File: config.mk
export PLATFORM = sky130hd
export DESIGN_NAME = threshold_segment_time_regs
export DESIGN_NICKNAME = d
export VERILOG_FILES = /design/src/rtl/seg_time_pkg.sv /design/src/rtl/seg_store_if.sv /design/src/rtl/seg_time_store.sv /design/src/rtl/threshold_segment_time_regs.sv
export VERILOG_INCLUDE_DIRS = /design/src /design/src/rtl
export SDC_FILE = /design/constraint.sdc
export NUM_CORES = 1
export LEC_CHECK = 0
export BUFFER_PORTS_ARGS = -buffer_cell sky130_fd_sc_hd__buf_2
export CORE_MARGIN = 2
export CORE_UTILIZATION = 30
export DETAILED_ROUTE_END_ITERATION = 10
export GPL_ROUTABILITY_DRIVEN = 0
export PLACE_DENSITY_LB_ADDON = 0.3
export SYNTH_ARGS = -nofsm -noshare
export SYNTH_HDL_FRONTEND = slang
export SYNTH_SLANG_ARGS = --single-unit
File: constraint.sdc
create_clock -name CORE_CLK -period 16.45 [get_ports CORE_CLK]
set_clock_uncertainty 0.2 [all_clocks]
set_input_delay 1.645 -clock CORE_CLK [delete_from_list [all_inputs] [get_ports CORE_CLK]]
set_output_delay 1.645 -clock CORE_CLK [all_outputs]
set_load 0.02 [all_outputs]
File: src/rtl/seg_time_cfg.svh
`ifndef SEG_TIME_CFG_SVH
`define SEG_TIME_CFG_SVH

// ==========================================================
// register indices (byte address is four times the index)
`define IDX_SEG_5_6 8'h61
`define IDX_SEG_7_8 8'h62
`define IDX_SEG_9_10 8'h63
`define IDX_SEG_11_12 8'h64
`define IDX_EARLY 8'h70
`define IDX_POINT_SEL 8'h71
`define IDX_POINT_ABS 8'h72

// ==========================================================
// storage word slots
`define WORD_SEG_5_6 3'h0
`define WORD_SEG_7_8 3'h1
`define WORD_SEG_9_10 3'h2
`define WORD_SEG_11_12 3'h3
`define WORD_EARLY 3'h4
`define NUM_WORDS 5
`define NUM_SEG_WORDS 4

// ==========================================================
// field positions
`define SEG_HI 7:4
`define SEG_LO 3:0
`define SEG_BYTE 7:0
`define EARLY_FIRST 15:12
`define EARLY_D2 11:8
`define EARLY_D3 7:4
`define EARLY_D4 3:0
`define EARLY_BITS 15:0
`define SEL_BITS 3:0
`define ADDR_IDX 9:2
`define ADDR_LOW 1:0
`define ADDR_HIGH 11:10

// ==========================================================
// point selection and durations in microseconds, code 15 first
`define NUM_POINTS 12
`define POINT_FIRST 4'h1
`define POINT_LAST 4'hc
`define POINT_SEL_RST 4'h1
`define DUR_MAX 17'h01f40
`define SEG_DUR_TABLE {16'h1f40, 16'h1900, 16'h1450, 16'h0fa0, 16'h0c80, 16'h0960, \
    16'h07d0, 16'h0578, 16'h04b0, 16'h03e8, 16'h0320, 16'h0258, 16'h0190, 16'h012c, \
    16'h00c8, 16'h0064}

`endif

File: src/rtl/seg_time_pkg.sv
`include "seg_time_cfg.svh"

package seg_time_pkg;

    typedef enum logic [1:0] {
        ST_IDLE = 2'h0,
        ST_WAIT = 2'h1,
        ST_RESP = 2'h3
    } apb_state_type;

    typedef logic [3:0] seg_code_type;
    typedef logic [15:0] dur_us_type;

    typedef struct packed {
        logic hit;
        logic is_mem;
        logic is_early;
        logic is_sel;
        logic is_abs;
        logic [2:0] word;
    } decode_type;

    function automatic dur_us_type seg_dur(input seg_code_type code);
        logic [255:0] table_us;
        table_us = `SEG_DUR_TABLE;
        return table_us[{code, 4'h0} +: 16];
    endfunction

endpackage

File: src/rtl/seg_store_if.sv
`timescale 1ns/1ns
`default_nettype none

interface seg_store_if #(
    parameter int DW = 16,
    parameter int N = 5
);
    logic we;
    logic [2:0] waddr;
    logic [DW-1:0] wdata;
    logic [2:0] raddr;
    logic [DW-1:0] rdata;
    logic [DW*N-1:0] words;

    modport ctrl (output we, output waddr, output wdata, output raddr, input rdata, input words);
    modport store (input we, input waddr, input wdata, input raddr, output rdata, output words);
endinterface

`default_nettype wire

File: src/rtl/seg_time_store.sv
`timescale 1ns/1ns
`default_nettype none

module seg_time_store #(
    parameter int DW = 16,
    parameter int N = 5
) (
    input wire logic clk,
    input wire logic rst,
    seg_store_if.store port
);

    // ==========================================================
    // storage
    // no reset on purpose: contents are unknown until written
    logic [DW-1:0] mem [N];
    logic [DW-1:0] rdata_ff;
    logic [DW-1:0] nxt_rdata;

    always_ff @(posedge clk) begin
        if (port.we && (int'(port.waddr) < N)) begin
            mem[port.waddr] <= port.wdata;
        end
    end

    always_comb begin
        nxt_rdata = '0;
        if (int'(port.raddr) < N) begin
            nxt_rdata = mem[port.raddr];
        end
    end

    always_ff @(posedge clk or posedge rst) begin
        if (rst) begin
            rdata_ff <= '0;
        end else begin
            rdata_ff <= nxt_rdata;
        end
    end

    assign port.rdata = rdata_ff;

    for (genvar g = 0; g < N; g++) begin : g_words
        assign port.words[g*DW +: DW] = mem[g];
    end

endmodule

`default_nettype wire

File: src/rtl/threshold_segment_time_regs.sv
// Implementation choice: register access over APB.
`include "seg_time_cfg.svh"
`timescale 1ns/1ns
`default_nettype none

module threshold_segment_time_regs #(
    parameter int AW = 12
) (
    input wire logic CORE_CLK,
    input wire logic RST,
    input wire logic PSEL,
    input wire logic PENABLE,
    input wire logic PWRITE,
    input wire logic [AW-1:0] PADDR,
    input wire logic [31:0] PWDATA,
    output logic [31:0] PRDATA,
    output logic PREADY,
    output logic PSLVERR,
    output logic [16:0] POINT_ABS_US
);

    // ==========================================================
    // address decode
    function automatic seg_time_pkg::decode_type addr_decode(input logic [AW-1:0] a);
        seg_time_pkg::decode_type d;
        d = '0;
        if (a[`ADDR_LOW] == 2'h0 && a[`ADDR_HIGH] == 2'h0) begin
            case (a[`ADDR_IDX])
                `IDX_SEG_5_6: begin
                    d.hit = 1'b1;
                    d.is_mem = 1'b1;
                    d.word = `WORD_SEG_5_6;
                end
                `IDX_SEG_7_8: begin
                    d.hit = 1'b1;
                    d.is_mem = 1'b1;
                    d.word = `WORD_SEG_7_8;
                end
                `IDX_SEG_9_10: begin
                    d.hit = 1'b1;
                    d.is_mem = 1'b1;
                    d.word = `WORD_SEG_9_10;
                end
                `IDX_SEG_11_12: begin
                    d.hit = 1'b1;
                    d.is_mem = 1'b1;
                    d.word = `WORD_SEG_11_12;
                end
                `IDX_EARLY: begin
                    d.hit = 1'b1;
                    d.is_mem = 1'b1;
                    d.is_early = 1'b1;
                    d.word = `WORD_EARLY;
                end
                `IDX_POINT_SEL: begin
                    d.hit = 1'b1;
                    d.is_sel = 1'b1;
                end
                `IDX_POINT_ABS: begin
                    d.hit = 1'b1;
                    d.is_abs = 1'b1;
                end
                default: begin
                    d.hit = 1'b0;
                end
            endcase
        end
        return d;
    endfunction

    seg_store_if #(.DW(16), .N(`NUM_WORDS)) st ();

    seg_time_store #(.DW(16), .N(`NUM_WORDS)) u_store (
        .clk(CORE_CLK),
        .rst(RST),
        .port(st)
    );

    seg_time_pkg::decode_type dec;
    seg_time_pkg::apb_state_type state_ff, nxt_state;
    logic pready_ff, nxt_pready;
    logic pslverr_ff, nxt_pslverr;
    logic [31:0] prdata_ff, nxt_prdata;
    logic [3:0] sel_ff, nxt_sel;
    logic [16:0] abs_ff, nxt_abs;
    logic [`NUM_WORDS-1:0] known_ff, nxt_known;
    logic [15:0] early_word;
    seg_time_pkg::seg_code_type code [`NUM_POINTS];

    assign dec = addr_decode(PADDR);
    assign st.raddr = dec.word;
    assign st.waddr = dec.word;
    assign st.wdata = dec.is_early ? PWDATA[`EARLY_BITS] : {8'h00, PWDATA[`SEG_BYTE]};

    // ==========================================================
    // code unpacking: point 1 absolute, points 2..12 deltas
    assign early_word = st.words[`WORD_EARLY*16 +: 16];
    assign code[0] = early_word[`EARLY_FIRST];
    assign code[1] = early_word[`EARLY_D2];
    assign code[2] = early_word[`EARLY_D3];
    assign code[3] = early_word[`EARLY_D4];

    for (genvar g = 0; g < `NUM_SEG_WORDS; g++) begin : g_codes
        assign code[4+2*g] = st.words[g*16 + 4 +: 4];
        assign code[5+2*g] = st.words[g*16 +: 4];
    end

    // ==========================================================
    // apb slave: one wait state, answer in second access cycle
    always_comb begin
        nxt_state = state_ff;
        nxt_pready = 1'b0;
        nxt_pslverr = 1'b0;
        nxt_prdata = prdata_ff;
        nxt_sel = sel_ff;
        st.we = 1'b0;
        case (state_ff)
            seg_time_pkg::ST_IDLE: begin
                if (PSEL) begin
                    nxt_state = seg_time_pkg::ST_WAIT;
                end
            end
            seg_time_pkg::ST_WAIT: begin
                nxt_state = seg_time_pkg::ST_RESP;
                nxt_pready = 1'b1;
                // the computed time is read-only; writing it is an error
                nxt_pslverr = !dec.hit || (PWRITE && dec.is_abs);
                nxt_prdata = '0;
                if (!PWRITE) begin
                    if (dec.is_mem && dec.is_early) begin
                        nxt_prdata = {16'h0000, st.rdata};
                    end else if (dec.is_mem) begin
                        nxt_prdata = {24'h000000, st.rdata[`SEG_BYTE]};
                    end else if (dec.is_sel) begin
                        nxt_prdata = {28'h0000000, sel_ff};
                    end else if (dec.is_abs) begin
                        nxt_prdata = {15'h0000, abs_ff};
                    end
                end
            end
            seg_time_pkg::ST_RESP: begin
                nxt_state = seg_time_pkg::ST_IDLE;
                if (PSEL && PENABLE && PWRITE) begin
                    st.we = dec.is_mem;
                    if (dec.is_sel && PWDATA[`SEL_BITS] >= `POINT_FIRST
                            && PWDATA[`SEL_BITS] <= `POINT_LAST) begin
                        nxt_sel = PWDATA[`SEL_BITS];
                    end
                end
            end
            default: begin
                nxt_state = seg_time_pkg::ST_IDLE;
            end
        endcase
    end

    always_ff @(posedge CORE_CLK or posedge RST) begin
        if (RST) begin
            state_ff <= seg_time_pkg::ST_IDLE;
            pready_ff <= 1'b0;
            pslverr_ff <= 1'b0;
            prdata_ff <= '0;
            sel_ff <= `POINT_SEL_RST;
        end else begin
            state_ff <= nxt_state;
            pready_ff <= nxt_pready;
            pslverr_ff <= nxt_pslverr;
            prdata_ff <= nxt_prdata;
            sel_ff <= nxt_sel;
        end
    end

    // ==========================================================
    // absolute time of the selected point
    // deltas accumulate on the previous point, never from listen start
    always_comb begin
        nxt_abs = '0;
        for (int i = 0; i < `NUM_POINTS; i++) begin
            if (4'(i) < sel_ff) begin
                nxt_abs = nxt_abs + {1'b0, seg_time_pkg::seg_dur(code[i])};
            end
        end
    end

    // known only guards the checks below against unwritten storage
    always_comb begin
        nxt_known = known_ff;
        if (st.we) begin
            nxt_known[st.waddr] = 1'b1;
        end
    end

    always_ff @(posedge CORE_CLK or posedge RST) begin
        if (RST) begin
            abs_ff <= '0;
            known_ff <= '0;
        end else begin
            abs_ff <= nxt_abs;
            known_ff <= nxt_known;
        end
    end

    assign PRDATA = prdata_ff;
    assign PREADY = pready_ff;
    assign PSLVERR = pslverr_ff;
    assign POINT_ABS_US = abs_ff;
endmodule

`default_nettype wire

==> results of run 1 <==
## cell usage after synthesis, types with 4 or more instances
master and count:
o31ai_1 26, fa_1 11, xnor2_1 86, ha_1 175, buf_4 17, nand3_1 37, a21boi_0 5, o21ai_0 136
inv_1 102, clkbuf_1 65, o31a_1 6, a222oi_1 4, a221o_1 4, or2_2 4, or4_1 4, nor3_1 43
nand2_1 180, buf_1 6, nor2b_1 30, a31oi_1 10, or3_1 8, nand2b_1 17, mux2_2 36, o21a_1 26
o21bai_1 15, nand3b_1 11, a211oi_1 35, a21oi_1 140, mux2i_1 35, dfrtp_1 55, a22oi_1 47, nor3b_1 8
o21ai_1 21, o22ai_1 11, and3_1 10, nor2_1 194, and2_1 14, xor2_1 24, a21o_1 47, edfxtp_1 80
o211ai_1 6, nor4_1 5
## how the worst min path moves through the flow
stage	start	endpoint	slack [ps]	depth (start not counted)
finish	state_ff[1]	state_ff[0]	250	1
global placement	state_ff[1]	state_ff[0]	240	1
floorplan	state_ff[1]	state_ff[0]	220	1
detailed placement	state_ff[1]	state_ff[0]	250	1
CTS	state_ff[1]	state_ff[0]	250	1
global route	state_ff[1]	state_ff[0]	290	1
## worst max-delay path, delay by kind of cell, from the launching register on
| family | cells | cell delay, ps |
|---|---|---|
| compound gates | 21 | 4670 |
| fa+ha+maj | 11 | 3610 |
| simple gates | 14 | 3070 |
| xor+xnor | 10 | 1540 |
| mux | 3 | 810 |
| flops | 1 | 690 |
| buf+inv | 5 | 390 |
## flip-flops by register name, indices dropped and copies added, names as in the netlist
register	flops
sel_ff	4
PREADY	1
PRDATA	17
u_store.mem	80
u_store.port.rdata	16
state_ff	2
POINT_ABS_US	15
PSLVERR	1
## per-layer routing
layer / wire length (um) / vias up / share of wire
li1: - / 6744 / -
met1: 20600 / 6364 / 0.47
met2: 20000 / 332 / 0.46
met3: 2100 / 54 / 0.048
met4: 1060 / 4 / 0.024
met5: 27 / - / 0.00062
## power by group
| part | total (mW) | internal [mW] | leakage, nW | switching [mW] |
|---|---|---|---|---|
| logic | 0.0837 | 0.0266 | 5.53 | 0.0572 |
| registers | 0.371 | 0.367 | 1.54 | 0.00377 |
| clock network | 0.380 | 0.214 | 0.282 | 0.165 |
## stage by stage
stage	util	hold slack, ps	std cells	worst slack [ps]	power [mW]
floorplan	-	216	1882	3810	0.436
global placement	0.322	238	2539	1390	0.459
detailed placement	0.322	247	2539	1260	0.461
CTS	0.334	251	2571	1200	0.838
global route	0.334	292	2572	201	0.864
finish	0.334	251	2573	1290	0.834
## final cells by class
type | instances | area (sq um)
clock inverter | 15 | 158
antenna | 2 | 5.00
sequential | 136 | 3800
tap | 672 | 841
fill | 5182 | 33500
timing repair buffer | 77 | 413
clock buffer | 17 | 425
inverter | 102 | 383
multi-input combinational | 1552 | 10800
## logic make-up after synthesis
kind of cell             count (synthesis)  synth area share
AND/OR/NAND/NOR                        582             0.175
AO/OA/AOI/OAI                          577             0.241
buffers and inverters                  194            0.0530
adder cells (fa/ha/maj)                187             0.158
flip-flops                             136             0.249
XOR/XNOR                               117            0.0725
multiplexers                            72            0.0504
other                                    1          0.000245
==> out/metrics.yaml, run 1 <==
drt:
  routed_via_density: 5.25
  wl_um: 43800
  post_drt_wl_per_cell_um: 17.0
  drc: 0
  detail_route.iter0.violations: 1151
  via_count: 13500
  dr.pass1.iters: 5
  final_antenna_net_count: 0
cells_and_area:
  area_growth_pct: 9.82
  final_cell_area_sq_um: 16800
  layout_common_cells: "nor2_1 (194), nand2_1 (180), ha_1 (175)"
  drive_gt1_frac: 0.0943
  nNetsFinal: 2121
  mostFrequentLayoutCell: "nor2_1"
die:
  die_w_um: 230
  start_util: 0.304
  die-area_sq_um: 52800
  io_pins: 100
  rows: 82
  die_y_um: 230
  coreArea_sq_um: 50300
clock_network:
  cts_buffers: 17
  cts_max_path_buffers: 2
  htreeDepth: 4
  path_clk_slew_ps: 60
  ctsHoldBuffers: 0
  post_cts_buffers: 0
  cts_tree: "yes"
  clock_latency_ps: 430
  root_buffer: "clkbuf_16"
  cts_resized: 0
  clock-sinks: 136
pwr:
  p_leak_nw: 7.35
  vdd_ir_drop_max_uv: 71.2
  power_density_nw_per_um2: 49.7
place:
  postPlaceCellArea_sq_um: 16200
  place_hpwl_um: 34700
  io_buffers: 66
worst_setup_path:
  cp_max_fo: 13
  reg2reg_depth: 64
  worstSetupEndpoint: "POINT_ABS_US[16]"
  worstPathArrival_ps: 15260
  worst_setup_path_start_kind: "flip-flop"
  worstReg2RegStart: "sel_ff[0]"
  regToRegEndpoint: "POINT_ABS_US[16]"
  slowest_delay_ps: 690
  critPathMostFrequentCell: "ha_1"
  criticalPathCategory: "reg -> reg"
  slowest_stage: "dfstp_2"
  reg2reg_slack_ps: 1290
  crit_start: "sel_ff[0]"
  endpoint_kind: "flip-flop"
  required_ps: 16550
global_routing:
  grt_pass1_wl_um: 69300
  antenna_found_initial: 4
  top_usage_layer: "met2"
  grt_overflow: 0
  grt_pass1_vias: 12800
  grtUsageMet1: 0.222
  grt_use_met3: 0.0237
  grtUsageMet2: 0.272
  grt_max_degree: 57
  gr-usage-all-layers: 0.164
yosys:
  yosys.area.top_type_share: 0.157
  synth-seq-cells: 136
  syn_area_per_cell_sq_um: 8.19
  ys_async_sr_fraction: 0.412
  synth.cell_area_sq_um: 15300
  synth-seq-area-share: 0.249
  synthCells: 1866
  synthDistinctLibCells: 83
  synthFlopType: "edfxtp_1"
  synth_edf_count: 80
  synth_top_area_cell: "edfxtp_1"
  synth_area_leaders: "edfxtp_1 (16%), ha_1 (14%), dfrtp_1 (9.0%)"
  yosys_warnings: 0
sta:
  fin_crit_ps: 15160
  slew_headroom: 0.121
  finalCritPeriodShare: 0.922
  setup_viol: 0
  hold_violations: 0
  finalSetupTns_ps: 0
  rsz0062_at_grt: "no"
  fmax_mhz: 66.0
  worstMarginPinSlew_ps: 1320
  finalMaxSlewViolations: 0
status:
  outcome: "finished, final reports clean"
hold_path:
  hp-class: "reg -> reg"
job:
  maxCapViolations: 0
Power figures use the tool's default switching activity.
==> run 2: changes to the inputs <==
--- a/config.mk
+++ b/config.mk
@@ -12,6 +12,7 @@
 export DETAILED_ROUTE_END_ITERATION = 10
 export GPL_ROUTABILITY_DRIVEN = 0
 export PLACE_DENSITY_LB_ADDON = 0.3
+export RECOVER_POWER = 100
 export SYNTH_ARGS = -nofsm -noshare
 export SYNTH_HDL_FRONTEND = slang
 export SYNTH_SLANG_ARGS = --single-unit
==> out/metrics.yaml, run 2 (same netlist as run 1, synthesis figures left out) <==
status:
  outcome: "complete, but fails checks"
  violations: "capacitance limit, slew limit"
die:
  start_util: 0.304  # unchanged
  die_y_um: 230  # unchanged
  rows: 82  # unchanged
  coreArea_sq_um: 50300  # unchanged
  io_pins: 100  # unchanged
  die-area_sq_um: 52800  # unchanged
  die_w_um: 230  # unchanged
clock_network:
  clock-sinks: 136  # unchanged
  clock_latency_ps: 430  # about the same
  htreeDepth: 4  # unchanged
  path_clk_slew_ps: 60  # about the same
  cts_tree: "yes"
  cts_max_path_buffers: 2  # unchanged
  root_buffer: "clkbuf_16"
  cts_buffers: 17  # unchanged
  ctsHoldBuffers: 0  # unchanged
cells_and_area:
  multiInputGateArea_sq_um: 10700  # about the same
  final_cell_count_no_fill: 2572  # -0.039%
  top_register: "u_store.mem"
  largest_register_ffs: 80  # unchanged
  final_cell_area_sq_um: 16700  # -0.44%
  nNetsFinal: 2121  # unchanged
  area_growth_pct: 9.33
  layout_common_cells: "nor2_1 (194), nand2_1 (180), ha_1 (175)"
  fillers: 5201  # +0.37%
  drive_gt1_frac: 0.0674  # -0.0269
  seq_area_sq_um: 3800  # unchanged
  mostFrequentLayoutCell: "nor2_1"
sta:
  rsz0062_at_grt: "no"
  finalSetupTns_ps: 0  # unchanged
  fin_crit_ps: 15170  # +10.8 ps
  slew_headroom: -1.16  # -1.28
  worstMarginPinSlew_ps: 3230  # +1910 ps
  fmax_mhz: 65.9  # about the same
  finalMaxSlewViolations: 106  # +106
  hold_violations: 0  # unchanged
  setup_viol: 0  # unchanged
  finalCritPeriodShare: 0.922  # about the same
hold_path:
  hp-class: "reg -> reg"
  whs_path_depth: 1  # unchanged
  hold_end: "state_ff[0]"
  min_from: "state_ff[1]"
worst_setup_path:
  regToRegEndpoint: "POINT_ABS_US[16]"
  worstReg2RegStart: "sel_ff[0]"
  criticalPathCategory: "reg -> reg"
  slowest_delay_ps: 700  # about the same
  required_ps: 16540  # about the same
  slowest_stage: "dfstp_2"
  reg2reg_depth: 64  # unchanged
  cp_max_fo: 13  # unchanged
  crit_start: "sel_ff[0]"
  worst_setup_path_start_kind: "flip-flop"
  critPathMostFrequentCell: "ha_1"
  worstPathArrival_ps: 15270  # about the same
  reg2reg_slack_ps: 1280  # about the same
  endpoint_kind: "flip-flop"
pwr:
  power_density_nw_per_um2: 49.8  # +0.24%
  vdd_ir_drop_max_uv: 71.4  # +0.24%
  p_leak_nw: 7.18  # -2.3%
drt:
  detail_route.iter0.violations: 1061  # -7.8%
  wl_um: 43700  # about the same
  drc: 0  # unchanged
  routed_via_density: 5.26  # +0.36%
  final_antenna_net_count: 0  # unchanged
  dr.pass1.iters: 5  # unchanged
  post_drt_wl_per_cell_um: 17.0  # about the same
  via_count: 13500  # +0.32%
place:
  postPlaceCellArea_sq_um: 16200  # unchanged
  placed_cells: 2539  # unchanged
  io_buffers: 66  # unchanged
  place_hpwl_um: 34700  # unchanged
global_routing:
  grt_pass1_wl_um: 69300  # unchanged
  grt_overflow: 0  # unchanged
  antenna_found_initial: 3  # -1
  gr-usage-all-layers: 0.164  # unchanged
  grt_pass1_vias: 12800  # unchanged
  grt_max_degree: 57  # unchanged
job:
  maxCapViolations: 3  # +3
==> run 2: layout make-up <==
cell class                 instances  share of cell area
antenna                            1            0.000150
clock inverter                    15             0.00944
clock buffer                      17              0.0255
sequential                       136               0.228
tap                              672              0.0503
multi-input combinational       1552               0.643
timing repair buffer              77              0.0210
inverter                         102              0.0229
==> run 2: metal layers <==
metal | track usage | vias to the layer above | wire length [um]
li1 | - | 6746 | -
met1 | 0.222 | 6389 | 20400
met2 | 0.272 | 353 | 20100
met3 | 0.0237 | 49 | 2250
met4 | 0.0448 | 4 | 988
met5 | 0 | - | 27
==> run 2: critical path: cells and delay by family (launching register included) <==
family / cells / cell delay, ps
muxes: 3 / 860
xor gates and xnor gates: 10 / 1510
DFF: 1 / 700
AOI/OAI and AO/OA: 21 / 4630
buffers and inverters: 5 / 380
adders and majority gates: 11 / 3620
and+or+nand+nor: 14 / 3080
==> run 2: per-stage QoR <==
step | worst slack [ps] | power [mW] | hold WS (ps) | util
CTS | 1200 | 0.838 | 251 | 0.334
detailed placement | 1260 | 0.461 | 247 | 0.322
finish | 1280 | 0.832 | 254 | 0.332
global route | 124 | 0.862 | 292 | 0.332
global placement | 1390 | 0.459 | 238 | 0.322
floorplan | 3810 | 0.436 | 216 | -
==> run 2: power breakdown <==
group | switching, mW | internal [mW] | total, mW
clock | 0.165 | 0.214 | 0.379
sequential | 0.00400 | 0.367 | 0.371
combinational | 0.0571 | 0.0248 | 0.0819
==> run 2: how the worst max path moves through the flow <==
stage,to,slack [ps]
6_report,POINT_ABS_US[16],1280
3_3_place_gp,POINT_ABS_US[16],1390
2_1_floorplan,POINT_ABS_US[16],3810
4_1_cts,POINT_ABS_US[16],1200
3_5_place_dp,POINT_ABS_US[16],1260
5_1_grt,POINT_ABS_US[16],120
==> run 2: repair_timing <==
item,4_1_cts,5_1_grt
buffers inserted,0,0
resized for setup,0,1
endpoints found under the setup margin,0,1
==> run 3: changes to the inputs <==
--- a/config.mk
+++ b/config.mk
@@ -11,7 +11,6 @@
 export CORE_UTILIZATION = 30
 export DETAILED_ROUTE_END_ITERATION = 10
 export GPL_ROUTABILITY_DRIVEN = 0
-export PLACE_DENSITY_LB_ADDON = 0.3
 export RECOVER_POWER = 100
 export SYNTH_ARGS = -nofsm -noshare
 export SYNTH_HDL_FRONTEND = slang
==> out/metrics.yaml, run 3 (same netlist as run 1, synthesis figures left out) <==
status:
  outcome: "complete, but fails checks"
  violations: "capacitance limit, slew limit"
sta:
  finalSetupTns_ps: 0  # unchanged
  finalMaxSlewViolations: 106  # unchanged
  setup_ws_ps: 991  # -289 ps
  worstMarginPinSlew_ps: 3290  # +59.4 ps
  hold_violations: 0  # unchanged
  fin_crit_ps: 15460  # +289 ps
  slew_headroom: -1.20  # -0.0396
  finalCritPeriodShare: 0.940  # +0.0176
  fmax_mhz: 64.7  # -1.9%
  rsz0062_at_grt: "no"
  setup_viol: 0  # unchanged
clock_network:
  clock_latency_ps: 430  # about the same
  path_clk_slew_ps: 70  # about the same
  ctsHoldBuffers: 0  # unchanged
  post_cts_buffers: 0  # unchanged
  htreeDepth: 4  # unchanged
  clock-sinks: 136  # unchanged
  cts_buffers: 17  # unchanged
  root_buffer: "clkbuf_16"
  cts_tree: "yes"
  cts_resized: 0  # unchanged
  cts_max_path_buffers: 2  # unchanged
pwr:
  p_comb_frac: 0.097  # about the same
  swShare: 0.272  # about the same
  vdd_ir_drop_max_uv: 96.1  # +35%
  power_density_nw_per_um2: 50.0  # +0.42%
  internal_power_uw: 608  # +0.43%
  seqPwrFrac: 0.444  # -0.002
  power_switching_uw: 227  # +0.50%
  p_leak_nw: 7.18  # about the same
  clock_power_share: 0.460  # +0.004
drt:
  detail_route.iter0.violations: 917  # -14%
  final_antenna_net_count: 0  # unchanged
  drc: 0  # unchanged
  wl_um: 43500  # -0.60%
  post_drt_wl_per_cell_um: 16.9  # -0.56%
  dr.pass1.iters: 6  # +1
  via_count: 13600  # +0.45%
  routed_via_density: 5.29  # +0.49%
worst_setup_path:
  criticalPathCategory: "reg -> reg"
  cp_max_fo: 13  # unchanged
  reg2reg_slack_ps: 990  # -290 ps
  critPathBufInv: 5  # unchanged
  worstPathArrival_ps: 15560  # +290 ps
  worst_setup_path_start_kind: "flip-flop"
  cp_top_family: "compound AO/OA/AOI/OAI gates"
  slowest_delay_ps: 690  # about the same
  required_ps: 16550  # about the same
  slowest_stage: "dfstp_2"
  critPathMostFrequentCell: "ha_1"
  endpoint_kind: "flip-flop"
cells_and_area:
  multiInputGateArea_sq_um: 10700  # -0.12%
  seq_area_sq_um: 3800  # unchanged
  top_register: "u_store.mem"
  layout_common_cells: "nor2_1 (194), nand2_1 (180), ha_1 (175)"
  nNetsFinal: 2121  # unchanged
  mostFrequentLayoutCell: "nor2_1"
  antenna_cells: 0  # -1
  area_growth_pct: 9.37  # about the same
  drive_gt1_frac: 0.0648  # -0.00263
  largest_register_ffs: 80  # unchanged
  fillers: 5201  # unchanged
die:
  die-area_sq_um: 52800  # unchanged
  die_y_um: 230  # unchanged
  start_util: 0.304  # unchanged
  io_pins: 100  # unchanged
  coreArea_sq_um: 50300  # unchanged
  die_w_um: 230  # unchanged
  rows: 82  # unchanged
global_routing:
  gr-usage-all-layers: 0.163  # -0.00103
  top_usage_layer: "met2"
  grtUsageMet1: 0.222  # about the same
  grt_max_degree: 57  # unchanged
  grt_pass1_wl_um: 70000  # +0.97%
  grt_overflow: 0  # unchanged
  grt_use_met3: 0.0193  # -0.00434
  grtUsageMet2: 0.273  # +0.000378
  grt_pass1_vias: 13200  # +2.5%
  antenna_found_initial: 0  # -3
hold_path:
  hp-class: "reg -> reg"
job:
  maxCapViolations: 3  # unchanged
place:
  io_buffers: 66  # unchanged
  pre_cts_ws_ps: 1280  # +12.4 ps
  place_hpwl_um: 34400  # -0.75%
-- run 3: changes by cell type in the layout (fill, tap and decap cells not counted), sizes merged --
| cell | change |
|---|---|
| inv | -1 |
| clkinv | +3 |
| clkinvlp | -2 |
| diode | -1 |
-- run 3: final cells by class --
type,instances,area share
Clock buffer,17,0.0255
Clock inverter,15,0.0106
Inverter,102,0.0229
Multi-Input combinational cell,1552,0.642
Sequential cell,136,0.228
Tap cell,672,0.0503
Timing Repair Buffer,77,0.0210
-- run 3: path summary, 6_finish.rpt --
path / endpoint / cells past startpoint / from
worst max register to register: POINT_ABS_US[16] / 64 / sel_ff[0]
worst min-delay path: state_ff[0] / 1 / state_ff[1]
min in group asynchronous: POINT_ABS_US[9] / 3 / RST
max in group asynchronous: sel_ff[3] / 3 / RST
worst max-delay path: POINT_ABS_US[16] / 64 / sel_ff[0]
worst min register to register: state_ff[0] / 1 / state_ff[1]
-- run 3: power groups by stage --
stage | clock network, mW | logic, mW | registers, mW
after floorplan | 0 | 0.0544 | 0.382
after global placement | 0 | 0.0815 | 0.377
after detailed placement | 0 | 0.0829 | 0.377
after CTS | 0.388 | 0.0835 | 0.371
after global routing | 0.402 | 0.0905 | 0.371
final | 0.384 | 0.0810 | 0.371
-- run 3: per-stage QoR --
stage | cells | cell area [sq um] | hold WS [ps] | power (mW) | util
after floorplan | 1882 | 15300 | 216 | 0.436 | -
after global placement | 2539 | 16200 | 230 | 0.459 | 0.322
after detailed placement | 2539 | 16200 | 229 | 0.460 | 0.322
after CTS | 2571 | 16800 | 232 | 0.842 | 0.334
after global routing | 2571 | 16700 | 272 | 0.864 | 0.332
final | 2571 | 16700 | 235 | 0.836 | 0.332
-- run 3: routing by layer --
metal / vias up / wire length [um] / part of all wire
li1: 6757 / - / -
met1: 6446 / 20400 / 0.47
met2: 352 / 20000 / 0.46
met3: 47 / 2100 / 0.048
met4: 0 / 991 / 0.023
met5: - / 0 / 0
